## src/conv_ctrl_pkg.sv

```systemverilog
// Package: register offsets, fields, reset values and timing for converter control
package conv_ctrl_pkg;
  // Special function register addresses
  localparam logic [7:0] STATUS_ADDR  = 8'h00_D8;
  localparam logic [7:0] MODE_ADDR    = 8'h00_D1;
  localparam logic [7:0] PCFG_ADDR    = 8'h00_D2;
  localparam logic [7:0] ACFG_ADDR    = 8'h00_D3;
  localparam logic [7:0] DECIM_ADDR   = 8'h00_D4;
  localparam logic [7:0] PRES_L_ADDR  = 8'h00_D9;
  localparam logic [7:0] PRES_M_ADDR  = 8'h00_DA;
  localparam logic [7:0] PRES_H_ADDR  = 8'h00_DB;
  localparam logic [7:0] ARES_L_ADDR  = 8'h00_DC;
  localparam logic [7:0] ARES_H_ADDR  = 8'h00_DD;
  localparam logic [7:0] POFS_L_ADDR  = 8'h00_E1;
  localparam logic [7:0] POFS_M_ADDR  = 8'h00_E2;
  localparam logic [7:0] POFS_H_ADDR  = 8'h00_E3;
  localparam logic [7:0] AOFS_L_ADDR  = 8'h00_E4;
  localparam logic [7:0] AOFS_H_ADDR  = 8'h00_E5;
  localparam logic [7:0] PGN_L_ADDR   = 8'h00_E9;
  localparam logic [7:0] PGN_M_ADDR   = 8'h00_EA;
  localparam logic [7:0] PGN_H_ADDR   = 8'h00_EB;
  localparam logic [7:0] AGN_L_ADDR   = 8'h00_EC;
  localparam logic [7:0] AGN_H_ADDR   = 8'h00_ED;

  // Reset values, maximum ratio and code zero points
  localparam logic [7:0] PCFG_RST   = 8'h00_07;
  localparam logic [7:0] ACFG_RST   = 8'h00_00;
  localparam logic [7:0] MODE_RST   = 8'h00_00;
  localparam logic [7:0] DECIM_RST  = 8'h00_45;
  localparam logic [7:0] DECIM_MAX  = 8'h00_FF;
  localparam logic [23:0] POFS_RST  = 24'h80_0000;
  localparam logic [15:0] AOFS_RST  = 16'h8000;
  localparam logic [23:0] PBIP_ZERO = 24'h80_0000;
  localparam logic [23:0] PUNI_ZERO = 24'h00_0000;
  localparam logic [15:0] ABIP_ZERO = 16'h8000;
  localparam logic [15:0] AUNI_ZERO = 16'h0000;

  // Field masks: writable config bits and readable status bits, other bits read zero
  localparam logic [7:0] MODE_MASK = 8'h00_37;
  localparam logic [7:0] PCFG_MASK = 8'h00_7F;
  localparam logic [7:0] ACFG_MASK = 8'h00_78;
  localparam logic [7:0] STAT_MASK = 8'h00_EC;

  // Field positions
  localparam int MODE_PEN_BIT  = 5;
  localparam int MODE_AEN_BIT  = 4;
  localparam int MODE_LSB      = 0;
  localparam int MODE_W        = 3;
  localparam int EXTREF_BIT    = 6;
  localparam int INSEL_LSB     = 4;
  localparam int UNI_BIT       = 3;
  localparam int RANGE_LSB     = 0;
  localparam int STAT_PRDY_BIT = 7;
  localparam int STAT_ARDY_BIT = 6;
  localparam int STAT_CAL_BIT  = 5;
  localparam int STAT_NOREF_BIT= 4;
  localparam int STAT_PERR_BIT = 3;
  localparam int STAT_AERR_BIT = 2;

  // Conversion mode and aux input encodings
  localparam logic [2:0] MD_PDOWN  = 3'h0;
  localparam logic [2:0] MD_IDLE   = 3'h1;
  localparam logic [2:0] MD_SINGLE = 3'h2;
  localparam logic [2:0] MD_CONT   = 3'h3;
  localparam logic [2:0] MD_IZS    = 3'h4;
  localparam logic [2:0] MD_IFS    = 3'h5;
  localparam logic [2:0] MD_SZS    = 3'h6;
  localparam logic [2:0] MD_SFS    = 3'h7;
  localparam logic [1:0] AIN_TEMP  = 2'h2;

  // Output period is 3 * 8 * ratio modulator clocks
  localparam int unsigned PERIOD_MUL = 24;
  localparam int unsigned FIRST_PERIODS = 2;
  localparam int unsigned AUX_ALIGN_MAX = 3;
  localparam int PERIOD_W = 13;

  typedef enum logic [1:0] {
    SEQ_OFF,
    SEQ_HOLD,
    SEQ_CONV,
    SEQ_CAL
  } seq_state_t;

  function automatic logic [PERIOD_W-1:0] period_len(input logic [7:0] r);
    return PERIOD_W'(r * PERIOD_MUL);
  endfunction
endpackage

```

## src/coef_if.sv

```systemverilog
// Interface: coefficient store port between control and memory
`timescale 1ns/100ps
interface coef_if;
  logic       we;
  logic [3:0] waddr;
  logic [7:0] wdata;
  logic [3:0] raddr;
  logic [7:0] rdata;
  modport ctrl (output we, output waddr, output wdata, output raddr,
                input rdata);
  modport mem  (input we, input waddr, input wdata, input raddr,
                output rdata);
endinterface // coef_if

```

## src/coef_store.sv

```systemverilog
// Memory of result and coefficient bytes with registered read
`timescale 1ns/100ps
module coef_store
  import conv_ctrl_pkg::*;
(
  input  wire logic mclk_i,
  input  wire logic srst_i,
  input  wire logic ce_i,
  coef_if.mem       port
);
  logic [7:0] mem_r [16];
  logic [7:0] rdata_r;

  // ----------------------------------------------------------------
  // Storage
  // ----------------------------------------------------------------
  always_ff @(posedge mclk_i) begin
    if (srst_i) begin
      for (int i = 0; i < 16; i++) begin
        mem_r[i] <= 8'h00_00;
      end
      mem_r[5]  <= POFS_RST[23:16];
      mem_r[9]  <= AOFS_RST[15:8];
      rdata_r   <= 8'h00_00;
    end else if (ce_i) begin
      if (port.we) begin
        mem_r[port.waddr] <= port.wdata;
      end
      rdata_r <= mem_r[port.raddr];
    end
  end

  assign port.rdata = rdata_r;
endmodule // coef_store

```

## src/conv_ctrl.sv

```systemverilog
// Control of the primary and auxiliary sigma-delta converters
// ----------------------------------------------------------------
// ----------------------------------------------------------------
`timescale 1ns/100ps
module conv_ctrl
  import conv_ctrl_pkg::*;
(
  input  wire logic        mclk_i,
  input  wire logic        srst_i,
  input  wire logic        ce_i,
  input  wire logic [7:0]  sfr_addr_i,
  input  wire logic [7:0]  sfr_wdata_i,
  input  wire logic        sfr_wr_i,
  input  wire logic        sfr_rd_i,
  output logic      [7:0]  sfr_rdata_o,
  input  wire logic        noref_pin_i,
  input  wire logic [23:0] p_sample_i,
  input  wire logic        p_clamp_i,
  input  wire logic [15:0] a_sample_i,
  input  wire logic        a_clamp_i,
  output logic             p_rst_o,
  output logic             a_rst_o,
  output logic             p_ext_ref_o,
  output logic             a_ext_ref_o,
  output logic [1:0]       p_pair_o,
  output logic [1:0]       a_input_o,
  output logic [2:0]       p_range_o,
  output logic             p_zero_short_o,
  output logic             fs_ref_o,
  output logic [7:0]       eff_ratio_o
);
  // ----------------------------------------------------------------
  // Registers
  // ----------------------------------------------------------------
  logic [7:0] mode_r, pcfg_r, acfg_r, decim_r;
  logic prdy_r, ardy_r, cal_r, perr_r, aerr_r;
  logic noref_m_r, noref_r, rd_pend_r;
  logic [PERIOD_W-1:0] tick_r;
  logic [1:0] pcnt_r, acnt_r;
  logic        a_pend_r;
  logic [15:0] a_val_r;
  logic [3:0]  a_dst_r;
  seq_state_t state_r, state_nxt;
  coef_if cif ();

  // ----------------------------------------------------------------
  // Decoding
  // ----------------------------------------------------------------
  wire wr_mode  = ce_i && sfr_wr_i && sfr_addr_i == MODE_ADDR;
  wire wr_pcfg  = ce_i && sfr_wr_i && sfr_addr_i == PCFG_ADDR;
  wire wr_acfg  = ce_i && sfr_wr_i && sfr_addr_i == ACFG_ADDR;
  wire wr_decim = ce_i && sfr_wr_i && sfr_addr_i == DECIM_ADDR;
  wire wr_stat  = ce_i && sfr_wr_i && sfr_addr_i == STATUS_ADDR;
  wire [2:0] md      = mode_r[MODE_LSB +: MODE_W];
  wire       p_en    = mode_r[MODE_PEN_BIT];
  wire       a_en    = mode_r[MODE_AEN_BIT];
  wire [7:0] mode_w  = sfr_wdata_i & MODE_MASK;
  wire       p_en_w  = mode_w[MODE_PEN_BIT];
  wire       a_en_w  = mode_w[MODE_AEN_BIT];
  wire       active  = (p_en || a_en) && md != MD_PDOWN;
  wire       is_cal  = md[2];
  wire       a_temp  = acfg_r[INSEL_LSB +: 2] == AIN_TEMP;
  wire       a_bip   = !acfg_r[UNI_BIT];
  // Both-converter reset sources
  wire rst_both = wr_mode || (wr_pcfg && p_en) ||
                  (wr_mode && p_en_w && !p_en);
  // Aux-only reset sources
  wire rst_aux  = wr_acfg || (wr_mode && a_en_w && !a_en);

  // Coefficient store address map
  function automatic logic [3:0] coef_idx(input logic [7:0] a);
    unique case (a)
      PRES_L_ADDR: coef_idx = 4'h0;
      PRES_M_ADDR: coef_idx = 4'h1;
      PRES_H_ADDR: coef_idx = 4'h2;
      ARES_L_ADDR: coef_idx = 4'h6;
      ARES_H_ADDR: coef_idx = 4'h7;
      POFS_L_ADDR: coef_idx = 4'h3;
      POFS_M_ADDR: coef_idx = 4'h4;
      POFS_H_ADDR: coef_idx = 4'h5;
      AOFS_L_ADDR: coef_idx = 4'h8;
      AOFS_H_ADDR: coef_idx = 4'h9;
      PGN_L_ADDR:  coef_idx = 4'hA;
      PGN_M_ADDR:  coef_idx = 4'hB;
      PGN_H_ADDR:  coef_idx = 4'hC;
      AGN_L_ADDR:  coef_idx = 4'hD;
      AGN_H_ADDR:  coef_idx = 4'hE;
      default:     coef_idx = 4'hF;
    endcase
  endfunction

  wire [3:0] sfr_idx   = coef_idx(sfr_addr_i);
  wire       sfr_coef  = sfr_idx >= 4'h3 && sfr_idx <= 4'hE &&
                         sfr_idx != 4'h6 && sfr_idx != 4'h7;
  wire       sw_coef_we = ce_i && sfr_wr_i && sfr_coef &&
                          md == MD_PDOWN;

  // ----------------------------------------------------------------
  // Sequencer
  // ----------------------------------------------------------------
  // Calibration forces the longest output period
  assign eff_ratio_o = is_cal ? DECIM_MAX : decim_r;
  wire [PERIOD_W-1:0] plen = period_len(eff_ratio_o);
  wire out_tick = state_r != SEQ_OFF && state_r != SEQ_HOLD &&
                  tick_r == plen - PERIOD_W'(1);
  wire p_done = out_tick && p_en && pcnt_r == 2'(FIRST_PERIODS - 1);
  wire a_done = out_tick && a_en && acnt_r == 2'(FIRST_PERIODS - 1);
  wire any_done = p_done || a_done;
  wire all_done = (!p_en || p_done || pcnt_r == 2'(FIRST_PERIODS)) &&
                  (!a_en || a_done || acnt_r == 2'(FIRST_PERIODS));
  // Continuous mode rearms one period short of a result
  wire p_rearm = md == MD_CONT && pcnt_r == 2'(FIRST_PERIODS);
  wire a_rearm = md == MD_CONT && acnt_r == 2'(FIRST_PERIODS);
  wire p_step  = out_tick && pcnt_r != 2'(FIRST_PERIODS);
  wire a_step  = out_tick && acnt_r != 2'(FIRST_PERIODS);

  always_comb begin
    state_nxt = state_r;
    unique case (state_r)
      SEQ_OFF, SEQ_HOLD, SEQ_CONV, SEQ_CAL: begin
        if (!(p_en || a_en) || md == MD_PDOWN) state_nxt = SEQ_OFF;
        else if (md == MD_IDLE) state_nxt = SEQ_HOLD;
        else if (is_cal) state_nxt = SEQ_CAL;
        else state_nxt = SEQ_CONV;
      end
    endcase
  end

  // Single and calibration cycles end in power-down
  wire finish = (md == MD_SINGLE || is_cal) && out_tick &&
                all_done && state_r != SEQ_OFF;
  wire cal_fail_a = is_cal && a_done && a_temp;

  // ----------------------------------------------------------------
  // Result and coefficient writes
  // ----------------------------------------------------------------
  logic [3:0] hw_idx;
  logic [7:0] hw_data;
  logic       hw_we;
  logic [2:0] wr_seq_r;
  logic       wr_is_a_r;
  logic [23:0] wr_val_r;
  logic [3:0]  wr_base_r;

  assign hw_we   = wr_seq_r != 3'h0;
  assign hw_idx  = wr_base_r + 4'(wr_seq_r - 3'h1);
  assign hw_data = wr_val_r[8*(wr_seq_r - 3'h1) +: 8];

  // Bytes of one result go into the store one per cycle
  assign cif.we    = hw_we || sw_coef_we;
  assign cif.waddr = hw_we ? hw_idx : sfr_idx;
  assign cif.wdata = hw_we ? hw_data : sfr_wdata_i;
  assign cif.raddr = sfr_idx;

  coef_store u_store (
    .mclk_i (mclk_i),
    .srst_i (srst_i),
    .ce_i   (ce_i),
    .port   (cif.mem)
  );

  function automatic logic p_straight_binary();
    return pcfg_r[UNI_BIT];
  endfunction

  // Samples are offset binary; unipolar moves zero to all zeros
  wire [23:0] p_code = p_sample_i ^ PBIP_ZERO ^
                       (p_straight_binary() ? PUNI_ZERO : PBIP_ZERO);
  wire [15:0] a_code = a_sample_i ^ ABIP_ZERO ^
                       (acfg_r[UNI_BIT] ? AUNI_ZERO : ABIP_ZERO);

  wire p_take = p_done && !prdy_r;
  wire a_take = a_done && !ardy_r && !cal_fail_a;
  wire [3:0] p_base = !is_cal ? 4'h0 : (md[0] ? 4'hA : 4'h3);
  wire [3:0] a_base = !is_cal ? 4'h6 : (md[0] ? 4'hD : 4'h8);
  // Held aux result goes out once the byte queue is free
  wire a_start = wr_seq_r == 3'h0 && !p_take && a_pend_r;

  // ----------------------------------------------------------------
  // Clocked state
  // ----------------------------------------------------------------
  always_ff @(posedge mclk_i) begin
    if (srst_i) begin
      mode_r <= MODE_RST;
      pcfg_r <= PCFG_RST;
      acfg_r <= ACFG_RST;
      decim_r <= DECIM_RST;
      {prdy_r, ardy_r, cal_r, perr_r, aerr_r} <= 5'h00;
      {noref_m_r, noref_r, rd_pend_r} <= 3'h0;
      state_r <= SEQ_OFF;
      tick_r <= '0;
      {pcnt_r, acnt_r} <= 4'h0;
      wr_seq_r <= 3'h0;
      wr_is_a_r <= 1'b0;
      wr_val_r <= 24'h00_0000;
      wr_base_r <= 4'h0;
      a_pend_r <= 1'b0;
      a_val_r <= 16'h0000;
      a_dst_r <= 4'h0;
    end else if (ce_i) begin
      noref_m_r <= noref_pin_i;
      noref_r   <= noref_m_r;
      rd_pend_r <= sfr_rd_i;
      state_r   <= state_nxt;
      if (wr_mode) mode_r <= mode_w;
      else if (finish) mode_r[MODE_LSB +: MODE_W] <= MD_PDOWN;
      if (wr_pcfg) pcfg_r <= sfr_wdata_i & PCFG_MASK;
      if (wr_acfg) acfg_r <= sfr_wdata_i & ACFG_MASK;
      if (wr_decim && !active) decim_r <= sfr_wdata_i;
      // Output period counter restarts on both-converter reset
      if (rst_both || state_r == SEQ_OFF || state_r == SEQ_HOLD ||
          out_tick) tick_r <= '0;
      else tick_r <= tick_r + PERIOD_W'(1);
      if (rst_both || !p_en) pcnt_r <= 2'h0;
      else if (p_rearm) pcnt_r <= 2'(FIRST_PERIODS - 1);
      else if (p_step) pcnt_r <= pcnt_r + 2'h1;
      if (rst_both || rst_aux || !a_en) acnt_r <= 2'h0;
      else if (a_rearm) acnt_r <= 2'(FIRST_PERIODS - 1);
      else if (a_step) acnt_r <= acnt_r + 2'h1;
      // Status flags: hardware set wins over software clear
      if (p_done) prdy_r <= 1'b1;
      else if ((wr_mode && mode_w[MODE_LSB +: MODE_W] != MD_PDOWN) ||
               (wr_stat && !sfr_wdata_i[STAT_PRDY_BIT])) prdy_r <= 1'b0;
      if (a_done) ardy_r <= 1'b1;
      else if ((wr_mode && mode_w[MODE_LSB +: MODE_W] != MD_PDOWN) ||
               (wr_stat && !sfr_wdata_i[STAT_ARDY_BIT])) ardy_r <= 1'b0;
      if (finish && is_cal) cal_r <= 1'b1;
      else if (wr_mode && mode_w[MODE_LSB +: MODE_W] > MD_IDLE) cal_r <= 1'b0;
      if (p_take && p_clamp_i) perr_r <= 1'b1;
      else if (wr_mode) perr_r <= 1'b0;
      if ((a_take && a_clamp_i) || cal_fail_a) aerr_r <= 1'b1;
      else if (wr_mode) aerr_r <= 1'b0;
      // Aux result captured now, written after primary bytes
      if (a_take) begin
        a_pend_r <= 1'b1;
        a_val_r  <= a_code;
        a_dst_r  <= a_base;
      end else if (a_start) begin
        a_pend_r <= 1'b0;
      end
      // Queue result bytes, primary before auxiliary
      if (wr_seq_r != 3'h0) begin
        wr_seq_r <= (wr_seq_r == (wr_is_a_r ? 3'h2 : 3'h3)) ? 3'h0
                    : wr_seq_r + 3'h1;
      end else if (p_take) begin
        wr_seq_r <= 3'h1; wr_is_a_r <= 1'b0;
        wr_val_r <= p_code; wr_base_r <= p_base;
      end else if (a_start) begin
        wr_seq_r  <= 3'h1;
        wr_is_a_r <= 1'b1;
        wr_val_r  <= {8'h00_00, a_val_r};
        wr_base_r <= a_dst_r;
      end
    end
  end

  // ----------------------------------------------------------------
  // Read mux and converter controls
  // ----------------------------------------------------------------
  wire [7:0] stat_rd = {prdy_r, ardy_r, cal_r, noref_r && active,
                        perr_r, aerr_r, 2'b00} & STAT_MASK;
  always_comb begin
    unique case (sfr_addr_i)
      MODE_ADDR:   sfr_rdata_o = mode_r;
      PCFG_ADDR:   sfr_rdata_o = pcfg_r;
      ACFG_ADDR:   sfr_rdata_o = acfg_r;
      DECIM_ADDR:  sfr_rdata_o = decim_r;
      STATUS_ADDR: sfr_rdata_o = stat_rd;
      default:     sfr_rdata_o = (sfr_idx != 4'hF && rd_pend_r) ? cif.rdata
                                                               : 8'h00_00;
    endcase
  end

  assign p_rst_o   = rst_both || !p_en || state_r != SEQ_CONV &&
                     state_r != SEQ_CAL;
  assign a_rst_o   = rst_both || rst_aux || !a_en ||
                     (state_r != SEQ_CONV && state_r != SEQ_CAL);
  assign p_ext_ref_o = pcfg_r[EXTREF_BIT];
  assign a_ext_ref_o = acfg_r[EXTREF_BIT];
  assign p_pair_o    = pcfg_r[INSEL_LSB +: 2];
  assign a_input_o   = acfg_r[INSEL_LSB +: 2];
  assign p_range_o   = pcfg_r[RANGE_LSB +: 3];
  assign p_zero_short_o = md == MD_IZS;
  assign fs_ref_o    = md == MD_IFS;
endmodule // conv_ctrl

```

## config.mk

```make
export PLATFORM = sky130hd
export DESIGN_NAME = conv_ctrl
export DESIGN_NICKNAME = d
export VERILOG_FILES = /design/src/conv_ctrl_pkg.sv /design/src/coef_if.sv /design/src/coef_store.sv /design/src/conv_ctrl.sv
export SDC_FILE = /design/constraint.sdc
export NUM_CORES = 1
export LEC_CHECK = 0
export CAP_MARGIN = 0
export CORE_UTILIZATION = 43
export CTS_CLUSTER_DIAMETER = 30
export DETAILED_ROUTE_END_ITERATION = 12
export DONT_BUFFER_PORTS = 1
export RECOVER_POWER = 25
export SLEW_MARGIN = 20
export SYNTH_ARGS = -nofsm -noshare
export SYNTH_HDL_FRONTEND = slang
export SYNTH_SLANG_ARGS = --single-unit
```

## constraint.sdc

```tcl
create_clock -name mclk_i -period 9.3 [get_ports mclk_i]
set_clock_uncertainty 0.05 [all_clocks]
set_input_delay 1.395 -clock mclk_i [delete_from_list [all_inputs] [get_ports mclk_i]]
set_output_delay 1.395 -clock mclk_i [all_outputs]
set_load 0.01 [all_outputs]
```

==> results of run 1 <==
==> critical path, delay by kind of cell <==
kind            cells  cell delay, ps
simple gates        5            2370
compound gates      4             830
buf+inv             1            1040
==> worst max-delay path by stage <==
stage                  start                    to  slack, ps  cells past startpoint
2_1_floorplan  sfr_addr_i[5]               a_rst_o       4710                      7
6_report       sfr_addr_i[5]   u_store.mem_r[9][7]       3810                     10
5_1_grt        sfr_addr_i[5]   u_store.mem_r[9][7]       3490                     10
3_5_place_dp   sfr_addr_i[5]  u_store.mem_r[13][5]       4180                     10
3_3_place_gp   sfr_addr_i[5]  u_store.mem_r[13][5]       4260                     10
4_1_cts        sfr_addr_i[5]               a_rst_o       4370                      6
==> kinds of logic after synthesis <==
kind of cell             Yosys count  share of synthesized area [%]
AND/OR/NAND/NOR                  554                           20.7
AO/OA/AOI/OAI                    279                           16.3
flip-flops                       238                           47.6
buffers and inverters            142                           4.77
multiplexers                      86                           6.99
XOR/XNOR                          27                           2.20
adder cells (fa/ha/maj)           13                           1.34
==> power by group through the flow <==
stage / sequential, uW / clock, uW / combinational (uW)
after detailed placement: 1160 / 0 / 92.1
after CTS: 1140 / 1950 / 92.8
after floorplan: 1150 / 0 / 73.4
final: 1140 / 1930 / 93.6
after global placement: 1160 / 0 / 91.6
after global routing: 1140 / 2010 / 100
==> layout by cell type (no fill, tap or decap), drive strengths merged, types with 5 or more instances in the layout <==
master / instances
a211o: 12
a211oi: 33
a21o: 5
a21oi: 56
a222oi: 7
and2: 18
and3: 10
and4b: 10
buf: 17
bufinv: 8
clkbuf: 67
clkinv: 19
clkinvlp: 8
dfxtp: 110
edfxtp: 128
ha: 12
inv: 40
mux2: 21
mux2i: 65
nand2: 128
nand2b: 9
nand3: 35
nand4: 8
nor2: 222
nor2b: 17
nor3: 34
nor3b: 24
nor4: 5
nor4b: 5
o2111ai: 9
o21a: 6
o21ai: 59
o221ai: 25
o22ai: 7
o31ai: 7
o32a: 7
or2: 8
or3: 7
xnor2: 13
xor2: 12
==> flip-flops by register name, indices dropped and copies added, names as in the netlist, 2 cells and up <==
signal / count
u_store.mem_r: 128
wr_val_r: 24
a_val_r: 16
tick_r: 13
decim_r: 8
u_store.port.rdata: 8
pcfg_r: 7
mode_r: 5
a_dst_r: 4
acfg_r: 4
wr_base_r: 4
wr_seq_r: 3
acnt_r: 2
pcnt_r: 2
state_r: 2
==> area by class of cell <==
type | count | area, um^2
Fill cell | 2712 | 14100
Clock inverter | 37 | 450
Multi-Input combinational cell | 959 | 6050
Tap cell | 384 | 480
Sequential cell | 238 | 6050
Clock buffer | 65 | 1430
Timing Repair Buffer | 19 | 135
Inverter | 38 | 143
==> synthesized netlist by cell type, types with 12 or more instances <==
cell      count  area [um^2]
o221ai_1     25          219
nor2_1      220          826
inv_1        37          139
nand3_1      35          175
nor3_1       33          165
o21ai_0      56          280
mux2i_1      65          651
xnor2_1      13          114
a21oi_1      56          280
nor2b_1      17          106
nand2_1     128          480
a211oi_1     20          150
nor3b_1      24          180
clkbuf_1     79          297
edfxtp_1    128         3840
and2_1       18          113
ha_1         12          150
dfxtp_1     110         2200
a211oi_2     12          150
==> stage by stage <==
stage / utilization (%) / cells / hold slack, ps
after CTS: 51.1 / 1740 / 404
after floorplan: - / 1339 / 374
after global routing: 51.1 / 1740 / 415
final: 51.1 / 1740 / 403
after detailed placement: 44.6 / 1638 / 396
after global placement: 44.6 / 1638 / 392
==> metal layers <==
layer / global-route usage [%] / vias up
li1: - / 4830
met1: 32.1 / 4968
met2: 37.3 / 367
met3: 4.50 / 61
met4: 7.46 / 2
met5: 0 / -
==> out/results.ini, run 1 <==
[run_status]
outcome=complete, no violations

[route]
drtIter0Drc=892
top_layer=met5
wl_met1_um=16100
dr_wl_met3_um=2470
route.vias.total=10200
drc=0
routed_wl_um=35800
route.antenna.remaining_nets=0
wl_met2_um=16500
via_per_inst=5.88
drt_pass1_iterations=5
post_drt_wl_per_cell_um=20.6

[cells_and_area]
nets=1387
drive_above_1_share_pct=11.7
area_growth_pct=16.2
n_antenna_cell=0
fin_area_um2=14700

[clock_network]
clk-insertion-delay-late_ps=560
cts_setup_buffers=0
clockRootBuffer=clkbuf_16
cts_made_buffers=54
cts.clk_slew.worst_paths_ps=50
ctsHoldBuffers=0
cts.sinks=238
cts_tree=done
clockBufferDepth=3
cts_max_level=2
cts_resized=0

[yosys]
synthFlopType=edfxtp_1
synth_edf_count=128
synth_warnings=0
synthesis.nets=1416
async_flop_share_pct=0
synth_area_per_cell_um2=9.48
syn_inst=1339
syn_area_um2=12700
ys_ff_latch=238
synth_seq_area_share_pct=47.6
ys_types=88

[global_route]
grt_pass1_vias=9883
grt_use_total_pct=23.4
grt.overflow.total=0
grt_max_degree=109
antenna_found_initial=1
grt_pass1_wl_um=55600

[setup_path]
cpMostUsedCell=nand2_1
crit_required_ps=9450
crit_slowest_cell=clkbuf_1
cp_slowest_stage_delay_ps=1040
worstPathCellList=and4b_1 > nand2_1 > o21ai_0 > a22oi_1 > o22ai_2 > clkbuf_1 > o21ai_0 > nor3_1 > nand2_1 > nand2_1
worstSetupEndpointType=flip-flop
worst-r2r-cell-count=12
cp.arrival_ps=5640
path_class=in -> reg
crit_fanout=32
timing.rr.end=tick_r[5]
r2r_slack_ps=4570
rr_startpoint=mode_r[2]
start_kind=input port

[power]
combinationalPowerShare_pct=3.0
power.net_switching_uw=688
power.total_uw=3160
power.density_nw_per_um2=215
sw_frac_of_total_pct=21.8
seqPwrFrac_pct=36.0
p_leak_uw=0.00518
internal-power_uw=2470
peakVddDrop_mv=0.160
pwr-share-clk_pct=61.1

[die]
rows=62
die_w_um=174
initial_core_util_pct=44.0
die_area_um2=30200
dieHeight_um=174
coreArea_um2=28900
pin_count=93

[sta]
tightest_slew_ps=1410
hold_viol=0
slew_viol_final=0
post-route-min-period_ps=5490
slew_headroom_pct=5.82
grt_setup_unrepaired=false
fmax_mhz=182
finalSetupViolCount=0
worst_slack_ps=3810
finalSetupTns_ps=0
fin_crit_sh_pct=59.0

[place]
place_hpwl_um=23500
placed_area_um2=12900
dp_slack_ps=4180
io_buffers=0
gp_congestion=0.897

[hold_path]
hold_start=wr_val_r[7]
whs_path_depth=2
hold_end=wr_val_r[7]
hold_path.class=reg -> reg

[flow_run]
maxCapViolCount=0

No activity file was read; power rests on OpenSTA's default activity.
==> inputs of run 2 (changes only) <==
==> constraint.sdc (replaced) <==
create_clock -name mclk_i -period 5 [get_ports mclk_i]
set_clock_uncertainty 0.05 [all_clocks]
set_input_delay 0.75 -clock mclk_i [delete_from_list [all_inputs] [get_ports mclk_i]]
set_output_delay 0.75 -clock mclk_i [all_outputs]
set_load 0.01 [all_outputs]
==> out/results.ini, run 2 (same netlist as run 1, synthesis figures left out) <==
[run_status]
outcome=finished, violations left
violations=capacitance limit, slew limit

[route]
route.antenna.remaining_nets=0  ; unchanged
drt_pass1_iterations=5  ; unchanged
drtIter0Drc=1077  ; +21%
drc=0  ; unchanged
route.vias.total=10400  ; +1.6%
post_drt_wl_per_cell_um=20.4  ; -0.72%
routed_wl_um=36000  ; +0.65%
via_per_inst=5.89  ; +0.24%

[setup_path]
path_class=reg -> reg
worstSetupEndpointType=flip-flop
crit_required_ps=5430  ; -4020 ps
cp.arrival_ps=4940  ; -700 ps
worstPathCellList=or2_2 > and2_1 > ha_1 > nor4_1 > and2_1 > nor2_1 > a2111o_1 > o32ai_1 > nand3_1 > a211oi_4 > buf_4 > mux2_2 > a211oi_1
rr_startpoint=mode_r[2]
start_kind=flip-flop
cpMostUsedCell=and2_1
cp-startpoint=mode_r[2]
crit_fanout=33  ; +3.1%
cp_slowest_stage_delay_ps=430  ; -610 ps
crit_slowest_cell=dfxtp_1

[clock_network]
clk-insertion-delay-late_ps=590  ; +30 ps
ctsHoldBuffers=0  ; unchanged
clockBufferDepth=3  ; unchanged
clockRootBuffer=clkbuf_16
cts_max_level=2  ; unchanged
cts_setup_buffers=0  ; unchanged
cts.sinks=238  ; unchanged
cts_made_buffers=59  ; +9.3%
cts_tree=done
cts.clk_slew.worst_paths_ps=50  ; about the same
cts_resized=0  ; unchanged

[sta]
tightest_slew_ps=1890  ; +479 ps
finalSetupViolCount=0  ; unchanged
post-route-min-period_ps=4500
fin_crit_sh_pct=90.1
fin_hold_ws_ps=196  ; -207 ps
fmax_mhz=222
finalSetupTns_ps=0  ; unchanged
hold_viol=0  ; unchanged
grt_setup_unrepaired=false
slew_viol_final=65  ; +65
slew_headroom_pct=-26.1  ; -32 points

[cells_and_area]
largest_register=u_store.mem_r
mostFrequentLayoutCell=nor2_1
area_growth_pct=17.7
fin_util_pct=51.8  ; +0.68 points
reg_top3=u_store.mem_r: 128 flops, wr_val_r: 24 flops, a_val_r: 16 flops
largest_reg_flops=128  ; unchanged
n_antenna_cell=0  ; unchanged
drive_above_1_share_pct=12.2  ; +0.59 points
nets=1406  ; +1.4%
final_cell_mix=nor2_1 (220), nand2_1 (128), edfxtp_1 (128), dfxtp_1 (110), mux2i_1 (65)

[global_route]
grt_max_degree=109  ; unchanged
grt.overflow.total=0  ; unchanged
grt_use_total_pct=23.5  ; about the same
grt_pass1_wl_um=55500  ; -0.17%
antenna_found_initial=0  ; -1
grt_pass1_vias=9935  ; +0.53%

[die]
die_area_um2=30200  ; unchanged
rows=62  ; unchanged
die_w_um=174  ; unchanged
dieHeight_um=174  ; unchanged
coreArea_um2=28900  ; unchanged
pin_count=93  ; unchanged
initial_core_util_pct=44.0  ; unchanged

[place]
io_buffers=0  ; unchanged
gp_congestion=0.904  ; +0.72%
place_hpwl_um=23600  ; +0.43%

[power]
peakVddDrop_mv=0.412  ; +160%
combinationalPowerShare_pct=2.9  ; about the same
internal-power_uw=4680  ; +89%
power.density_nw_per_um2=403  ; +88%
p_leak_uw=0.00529  ; +2.0%
power.net_switching_uw=1340  ; +95%
sw_frac_of_total_pct=22.3  ; +0.51 points
seqPwrFrac_pct=35.1  ; -0.9 points
pwr-share-clk_pct=62.0  ; +0.9 points

[hold_path]
hold_start=srst_i
hold_path.class=in -> reg

[flow_run]
maxCapViolCount=1  ; +1

## run 2: cell count changes in the layout (fill, tap and decap cells not counted), moves of 2 or more
cell / delta
inv_6: -2
clkbuf_16: +5
clkinv_1: +5
clkbuf_1: +8
clkinv_16: +2
clkinvlp_4: -2
clkbuf_8: -3
clkinv_2: +7
buf_4: +6
## run 2: power by group through the flow
stage | registers [uW] | clock network [uW] | logic (uW)
final | 2120 | 3740 | 172
after detailed placement | 2150 | 0 | 170
after global placement | 2150 | 0 | 169
after CTS | 2120 | 3770 | 171
after global routing | 2120 | 3880 | 185
after floorplan | 2140 | 0 | 136
## run 2: stage by stage
step | total power [uW] | instance area, um^2 | setup WS (ps) | cells
floorplan | 2280 | 12700 | 782 | 1339
global placement | 2320 | 13000 | 602 | 1652
detailed placement | 2320 | 13000 | 452 | 1652
CTS | 6060 | 15000 | 376 | 1764
global route | 6180 | 14900 | 151 | 1764
finish | 6030 | 14900 | 495 | 1764
## run 2: area by class of cell
cell class                      instances  area (um^2)
Tap cell                              384          480
Fill cell                            2619        13900
Clock buffer                           68         1520
Inverter                               38          143
Multi-Input combinational cell        959         6060
Sequential cell                       238         6050
Clock inverter                         44          477
Timing Repair Buffer                   33          211
## run 2: metal layers
metal,GRT usage (%),wire [um],vias up
li1,-,-,4878
met1,32.1,15800,5018
met2,37.0,16500,435
met3,4.36,2750,63
met4,8.59,944,0
met5,0,0,-
## run 2: worst paths after layout
path                        to  slack [ps]  depth (start not counted)
hold / removal    wr_val_r[11]         200                          1
setup reg to reg   wr_val_r[1]         500                         13
hold reg to reg    wr_val_r[7]         410                          2
setup / recovery   wr_val_r[1]         500                         13
## run 2: worst max-delay path, delay by kind of cell, from the launching register on
family / cells / cell delay, ps
AND/OR/NAND/NOR: 6 / 1510
AO/OA/AOI/OAI: 4 / 1300
flip-flops: 1 / 430
buffers and inverters: 1 / 420
multiplexers: 1 / 390
adder cells (fa/ha/maj): 1 / 300
